**config.mk**
```make
export PLATFORM = sky130hd
export DESIGN_NAME = stl_decoder
export DESIGN_NICKNAME = d
export VERILOG_FILES = /design/src/hdl/stl_pkg.sv /design/src/hdl/stl_decoder.sv
export SDC_FILE = /design/constraint.sdc
export NUM_CORES = 1
export LEC_CHECK = 0
export BUFFER_PORTS_ARGS = -buffer_cell sky130_fd_sc_hd__buf_2
export CAP_MARGIN = 10
export CORE_AREA = 2 2 56 58
export DETAILED_ROUTE_END_ITERATION = 12
export DIE_AREA = 0 0 58 60
export PLACE_DENSITY = 0.8
export SLEW_MARGIN = 10
export SYNTH_ARGS = -nofsm -noshare
export SYNTH_HDL_FRONTEND = slang
export SYNTH_SLANG_ARGS = --single-unit
```
**constraint.sdc**
```tcl
create_clock -name clk -period 1.4 [get_ports clk]
set_input_delay 0.07 -clock clk [delete_from_list [all_inputs] [get_ports clk]]
set_output_delay 0.07 -clock clk [all_outputs]
set_load 0.01 [all_outputs]
```
**src/hdl/stl_pkg.sv**
```systemverilog
/*
  package for the skip-test and timer one load decoder.
  assumes a 10-bit instruction word and 4-bit data path.
*/
package stl_pkg;
  localparam int unsigned IW = 10;
  // opcode patterns
  localparam logic [9:0] OPC_SKIP_MEM_MASK  = 10'h3fc;
  localparam logic [9:0] OPC_SKIP_MEM       = 10'h020;
  localparam logic [9:0] OPC_SKIP_CARRY     = 10'h02f;
  localparam logic [9:0] OPC_SKIP_PORT      = 10'h02b;
  localparam logic [9:0] OPC_LOAD_TIMER_ONE = 10'h230;
  localparam int unsigned BIT_SEL_LSB = 0;
  localparam int unsigned BIT_SEL_W   = 2;
  localparam int unsigned PORT_SEL_W  = 3;
  localparam int unsigned NIB_W       = 4;
  localparam int unsigned PORT_W      = 8;

  typedef struct packed {
    logic [9:0] opcode;
    logic       valid;
  } stl_instr_t;

  typedef struct packed {
    logic [7:0] value;
    logic       load;
  } stl_timer_load_t;

  typedef enum logic [1:0] {
    STL_RUN       = 2'b00,
    STL_PORT_WAIT = 2'b01,
    STL_SKIPPING  = 2'b10
  } stl_state_t;
endpackage

```
**src/hdl/stl_decoder.sv**
```systemverilog
/*
  skip-test and timer one load execution logic of a 4-bit core.
  assumes the sequencer presents one instruction word per valid cycle,
  that the carry flag, memory word and index register come from the same
  clock domain, that port lines are pins, and that the sequencer obeys
  skip_active.
*/
// Summary of operation
// - memory bit zero at immediate index skips next
// - carry zero skips next; carry left unchanged
// - port line indexed by register zero skips
// - port test takes two words, two cycles
// - second register loads timer and reload high
// - accumulator loads low nibbles; one cycle
`timescale 1ns/1ps
module stl_decoder
(
  input  wire logic                clk,           // 250 MHz instruction clock
  input  wire logic                rst_n,         // synchronous reset, active low
  input  wire stl_pkg::stl_instr_t instr,         // fetched instruction word
  input  wire logic [3:0]          mem_word,      // data memory word at memory_pointer
  input  wire logic                carry_flag,    // carry flag of the core
  input  wire logic [3:0]          index_reg,     // index register
  input  wire logic [7:0]          port_lines,    // port input pins, asynchronous
  input  wire logic [3:0]          accumulator,   // accumulator
  input  wire logic [3:0]          reg_b,         // second working register
  output logic                     suppress,      // current word must take no effect
  output logic                     skip_active,   // current valid word is suppressed; same as suppress
  output logic                     busy,          // port test second cycle
  output stl_pkg::stl_timer_load_t timer_one_load, // counter load bus
  output logic [7:0]               timer_one_reload // reload register
);
  import stl_pkg::*;

  stl_state_t state_r;
  stl_state_t state_nxt;
  logic       is_mem;
  logic       is_carry;
  logic       is_port;
  logic       is_load;
  logic       live;
  logic       port_bit_r;
  logic [7:0] pair_value;
  logic [PORT_W-1:0]     port_sync1_r;
  logic [PORT_W-1:0]     port_sync2_r;
  logic [BIT_SEL_W-1:0]  mem_bit_sel;
  logic [PORT_SEL_W-1:0] port_sel;

  assign live     = instr.valid && state_r != STL_SKIPPING;
  assign is_mem   = live && state_r == STL_RUN
                    && (instr.opcode & OPC_SKIP_MEM_MASK) == OPC_SKIP_MEM;
  assign is_carry = live && state_r == STL_RUN && instr.opcode == OPC_SKIP_CARRY;
  assign is_port  = live && state_r == STL_RUN && instr.opcode == OPC_SKIP_PORT;
  assign is_load  = live && state_r == STL_RUN && instr.opcode == OPC_LOAD_TIMER_ONE;
  assign pair_value = {reg_b, accumulator};
  assign mem_bit_sel = instr.opcode[BIT_SEL_LSB +: BIT_SEL_W];
  assign port_sel    = index_reg[PORT_SEL_W-1:0];
  assign suppress = state_r == STL_SKIPPING;
  assign busy     = state_r == STL_PORT_WAIT;
  assign skip_active = state_r == STL_SKIPPING;

  // port lines are pins: two stages before any logic reads them, so a test
  // sees the pin level of two clocks earlier
  always_ff @(posedge clk) begin
    port_sync1_r <= port_lines;
    port_sync2_r <= port_sync1_r;
  end

  // index above seven is undefined; only the low three bits are used
  always_ff @(posedge clk) begin
    if (!rst_n) begin
      port_bit_r <= 1'b1;
    end else if (is_port) begin
      port_bit_r <= port_sync2_r[port_sel];
    end
  end

  always_comb begin
    state_nxt = state_r;
    unique case (state_r)
      STL_RUN: begin
        if (is_mem && !mem_word[mem_bit_sel]) begin
          state_nxt = STL_SKIPPING;
        end else if (is_carry && !carry_flag) begin
          state_nxt = STL_SKIPPING;
        end else if (is_port) begin
          state_nxt = STL_PORT_WAIT;
        end
      end
      STL_PORT_WAIT: begin
        // the second word is an operand slot and is never decoded
        if (instr.valid) begin
          state_nxt = port_bit_r ? STL_RUN : STL_SKIPPING;
        end
      end
      STL_SKIPPING: begin
        if (instr.valid) begin
          state_nxt = STL_RUN;
        end
      end
      default: state_nxt = STL_RUN;
    endcase
  end

  always_ff @(posedge clk) begin
    if (!rst_n) begin
      state_r <= STL_RUN;
    end else begin
      state_r <= state_nxt;
    end
  end

  // carry is never written here, so a skip leaves it untouched
  always_ff @(posedge clk) begin
    if (!rst_n) begin
      timer_one_load   <= '0;
      timer_one_reload <= 8'h00;
    end else begin
      timer_one_load.load <= is_load;
      if (is_load) begin
        timer_one_load.value <= pair_value;
        timer_one_reload     <= pair_value;
      end
    end
  end

  property p_mem_skip;
    @(posedge clk) disable iff (!rst_n)
      (is_mem && !mem_word[mem_bit_sel]) |=> skip_active;
  endproperty
  a_mem_skip: assert property (p_mem_skip) else $error("memory bit skip missed");

  property p_mem_exec;
    @(posedge clk) disable iff (!rst_n)
      (is_mem && mem_word[mem_bit_sel]) |=> !skip_active;
  endproperty
  a_mem_exec: assert property (p_mem_exec) else $error("memory bit spurious skip");

  property p_carry_skip;
    @(posedge clk) disable iff (!rst_n)
      is_carry |=> (skip_active == !$past(carry_flag));
  endproperty
  a_carry_skip: assert property (p_carry_skip) else $error("carry skip wrong");

  property p_port_two;
    @(posedge clk) disable iff (!rst_n)
      is_port |=> busy;
  endproperty
  a_port_two: assert property (p_port_two) else $error("port test not two cycles");

  property p_port_skip;
    @(posedge clk) disable iff (!rst_n)
      (is_port && !port_sync2_r[port_sel]) ##1 (busy && instr.valid) |=> skip_active;
  endproperty
  a_port_skip: assert property (p_port_skip) else $error("port skip missed");

  property p_port_exec;
    @(posedge clk) disable iff (!rst_n)
      (is_port && port_sync2_r[port_sel]) ##1 (busy && instr.valid) |=> !skip_active;
  endproperty
  a_port_exec: assert property (p_port_exec) else $error("port spurious skip");

  property p_load_pair;
    @(posedge clk) disable iff (!rst_n)
      is_load |=> (timer_one_load.load && timer_one_load.value == $past(pair_value)
                   && timer_one_reload == $past(pair_value));
  endproperty
  a_load_pair: assert property (p_load_pair) else $error("timer one load wrong");

  property p_load_one;
    @(posedge clk) disable iff (!rst_n)
      is_load |=> ##1 (!timer_one_load.load || $past(is_load));
  endproperty
  a_load_one: assert property (p_load_one) else $error("timer load pulse stretched");

  property p_skip_suppress;
    @(posedge clk) disable iff (!rst_n)
      (skip_active && instr.valid) |-> (suppress && !is_load) ##1 !suppress;
  endproperty
  a_skip_suppress: assert property (p_skip_suppress) else $error("skip not one word");

  // reset alone must idle every output, so this one has no disable
  property p_reset_idle;
    @(posedge clk)
      !rst_n |=> (!skip_active && !busy && !timer_one_load.load
                  && timer_one_reload == 8'h00);
  endproperty
  a_reset_idle: assert property (p_reset_idle) else $error("reset left outputs active");

  // sampled reset in the antecedent: the edge that applies a reset is no violation
  property p_skip_hold;
    @(posedge clk) disable iff (!rst_n)
      (rst_n && skip_active && !instr.valid) |=> skip_active;
  endproperty
  a_skip_hold: assert property (p_skip_hold) else $error("skip dropped before a word");

  property p_port_release;
    @(posedge clk) disable iff (!rst_n)
      (busy && instr.valid) |=> !busy;
  endproperty
  a_port_release: assert property (p_port_release) else $error("port wait too long");

  property p_skip_no_load;
    @(posedge clk) disable iff (!rst_n)
      suppress |=> !timer_one_load.load;
  endproperty
  a_skip_no_load: assert property (p_skip_no_load) else $error("skipped load took effect");

  property p_busy_no_load;
    @(posedge clk) disable iff (!rst_n)
      busy |=> !timer_one_load.load;
  endproperty
  a_busy_no_load: assert property (p_busy_no_load) else $error("second word decoded");

  property p_reload_hold;
    @(posedge clk) disable iff (!rst_n)
      (rst_n && !is_load) |=> $stable(timer_one_reload);
  endproperty
  a_reload_hold: assert property (p_reload_hold) else $error("reload moved without load");

  property p_value_hold;
    @(posedge clk) disable iff (!rst_n)
      (rst_n && !is_load) |=> $stable(timer_one_load.value);
  endproperty
  a_value_hold: assert property (p_value_hold) else $error("value moved without load");
endmodule // stl_decoder

```
==> metrics.yaml <==
status:
  status: "complete, no violations"
die:
  io-pin-count: 58
  die_area_sq_mm: 0.00348
  rows: 20
  die_x_um: 58
  start_util_pct: 36.1
  core-area_sq_mm: 0.00290
  die_y_um: 60
worst_setup_path:
  slowest_delay_ns: 0.45
  worst-path-max-fanout: 1
  path_class: "reg -> reg"
  crit_chain: "mux4_2, mux2_4, mux2i_1, nand2_1"
  ff2ff_path_depth: 4
  cp.required_ns: 1.62
  cp-start-kind: "register"
  arrival_ns: 1.55
  slowest_stage: "mux4_2"
  crit_path_end_kind: "register"
synth:
  synth_cell_types: 26
  yosysMostFrequentCell: "dfxtp_1"
  syn_inst: 99
  seq_area_frac_synth_pct: 53.5
  synthFlopType: "dfxtp_1"
  avgSynthCellArea_sq_um: 10.6
  synthArstFlopShare_pct: 0
  synth.net_count: 137
  synth.top_cell.area_share_pct: 53.5
  ys_seq_elements: 28
  syn_area_sq_mm: 0.00105
  synth_top_cells_by_area: "dfxtp_1 53%, buf_4 6.4%, a21boi_0 5.7%"
  synth_warnings: 0
  synth_area_leader_cell: "dfxtp_1"
  synth_enable_flop_cells: 0
  synth_common_cells: "28 x dfxtp_1, 11 x o21ai_0, 9 x buf_4, 9 x nand3_1, 8 x a21boi_0"
cts:
  clock_latency_ns: 0.31
  cts_num_sinks: 28
  cts-root-buf: "clkbuf_4"
  cts_made_buffers: 3
  clk_path_buf_depth: 2
  path_clk_slew_ns: 0.14
  htree_levels: 1
  cts_tree: "done"
  postCtsSetupBuffers: 0
timing:
  fmax_ghz: 0.753
  min_period_ns: 1.33
  hold_slack_ns: 0.00966
  finalCritPeriodShare_pct: 94.8
  finalHoldViolCount: 0
  rsz0062_at_grt: "true"
  drv_slew: 0
  fin_skew_ns: 0.00293
  worstMarginPinSlew_ns: 0.311
  setup_tns_ns: 0
  setup_viol: 0
  slew_headroom_pct: 79.2
hold_path:
  hold_class: "in -> reg"
  hold_path_depth: 3
drt:
  wl_per_cell_um: 12.3
  drt_iter0_drc: 22
  via_per_inst: 4.85
  drt_pass1_iterations: 4
  drt_drc_violations_left: 0
  routed_wl_mm: 2.37
  ant_nets: 0
  vias: 936
power:
  irDropWorstVdd_v: 0.000697
  p_leak_uw: 0.000692
  p_per_area_mw_per_mm2: 998
job:
  drv_cap: 0
grt:
  grt_overflow: 0
  grt_max_degree: 17
  antenna_found_initial: 0
  track_usage_pct: 14.1
  grt_pass1_vias: 920
  grt_pass1_wl_mm: 3.63
final_layout:
  layout-drive-gt1-share_pct: 41.3
  area_growth_syn_to_layout_pct: 40.2
  nets: 199
  n_antenna_cell: 0
place:
  dp_hpwl_mm: 1.78
  finalWeightedCongestion: 0.719
  port_buffers: 56
worst paths after layout:
check | startpoint | to | slack [ns]
min reg2reg | port_sync1_r[0] | port_sync2_r[0] | 0.34
min | reg_b[1] | timer_one_load[6] | 0.01
max reg2reg | port_sync2_r[6] | port_bit_r | 0.07
max | port_sync2_r[6] | port_bit_r | 0.07
area by class of cell:
| class | count | area, sq um |
|---|---|---|
| Sequential cell | 28 | 561 |
| Tap cell | 33 | 41.3 |
| Clock inverter | 1 | 30.0 |
| Clock buffer | 3 | 22.5 |
| Fill cell | 265 | 1430 |
| Timing Repair Buffer | 69 | 410 |
| Multi-Input combinational cell | 59 | 405 |
registers in the layout, summed over array words and instances, names as in the netlist:
register / count
timer_one_load: 9
port_bit_r: 1
state_r: 2
port_sync1_r: 8
port_sync2_r: 8
metrics by stage:
stage	util, %	total power (uW)	instance area (sq um)	std cells	setup slack, ns
after CTS	50.7	1490	1470	193	0.0413
after floorplan	-	881	1050	99	0.109
after global routing	50.6	1530	1470	193	-0.0149
after global placement	44.4	939	1290	176	0.0884
after detailed placement	44.4	947	1290	176	0.0603
final	50.6	1470	1470	193	0.0728
worst max-delay path: cells and delay by family (launching register included):
kind,cells,cell delay (ns)
DFF,1,0.32
muxes,3,0.84
and+or+nand+nor,1,0.06
metal layers:
layer | track usage (%) | routed length, um | share of wire, % | vias to the layer above
met4 | 4.98 | 8 | 0.34 | 0
met3 | 4.11 | 212 | 9.0 | 2
li1 | - | - | - | 465
met2 | 28.2 | 1210 | 51 | 44
met1 | 13.3 | 934 | 39 | 425
met5 | 0 | 0 | 0 | -
timing repair:
action / in CTS / in global routing
hold buffers: 13 / 0
endpoints found under the setup margin: 0 / 3
resized for setup: 0 / 4
endpoints found under the hold margin: 13 / 0
where the power goes:
| group | internal [uW] | switching, uW |
|---|---|---|
| logic | 87.6 | 45.8 |
| registers | 821 | 5.84 |
| clock network | 289 | 217 |
| total | 1200 | 269 |
cells by family (layout without fill, tap and decap cells):
| logic type | count (synthesis) | in the layout | synth area share [%] |
|---|---|---|---|
| flip-flops | 28 | 28 | 53.5 |
| AO/OA/AOI/OAI | 22 | 22 | 12.9 |
| buffers and inverters | 12 | 73 | 7.64 |
| multiplexers | 5 | 5 | 8.11 |
| AND/OR/NAND/NOR | 32 | 32 | 17.9 |
placed cells by master, fill, tap and decap left out, types with 2 or more instances in the layout:
master          n
nor2_1          3
mux4_2          2
nand2b_1        3
nand2_1         3
nand4_1         2
nor2b_1         4
dfxtp_1        28
nand3_1         9
o21ai_0        11
clkbuf_4        3
a21boi_0        8
buf_2          56
dlygate4sd3_1  13
Power figures use the tool's default switching activity.
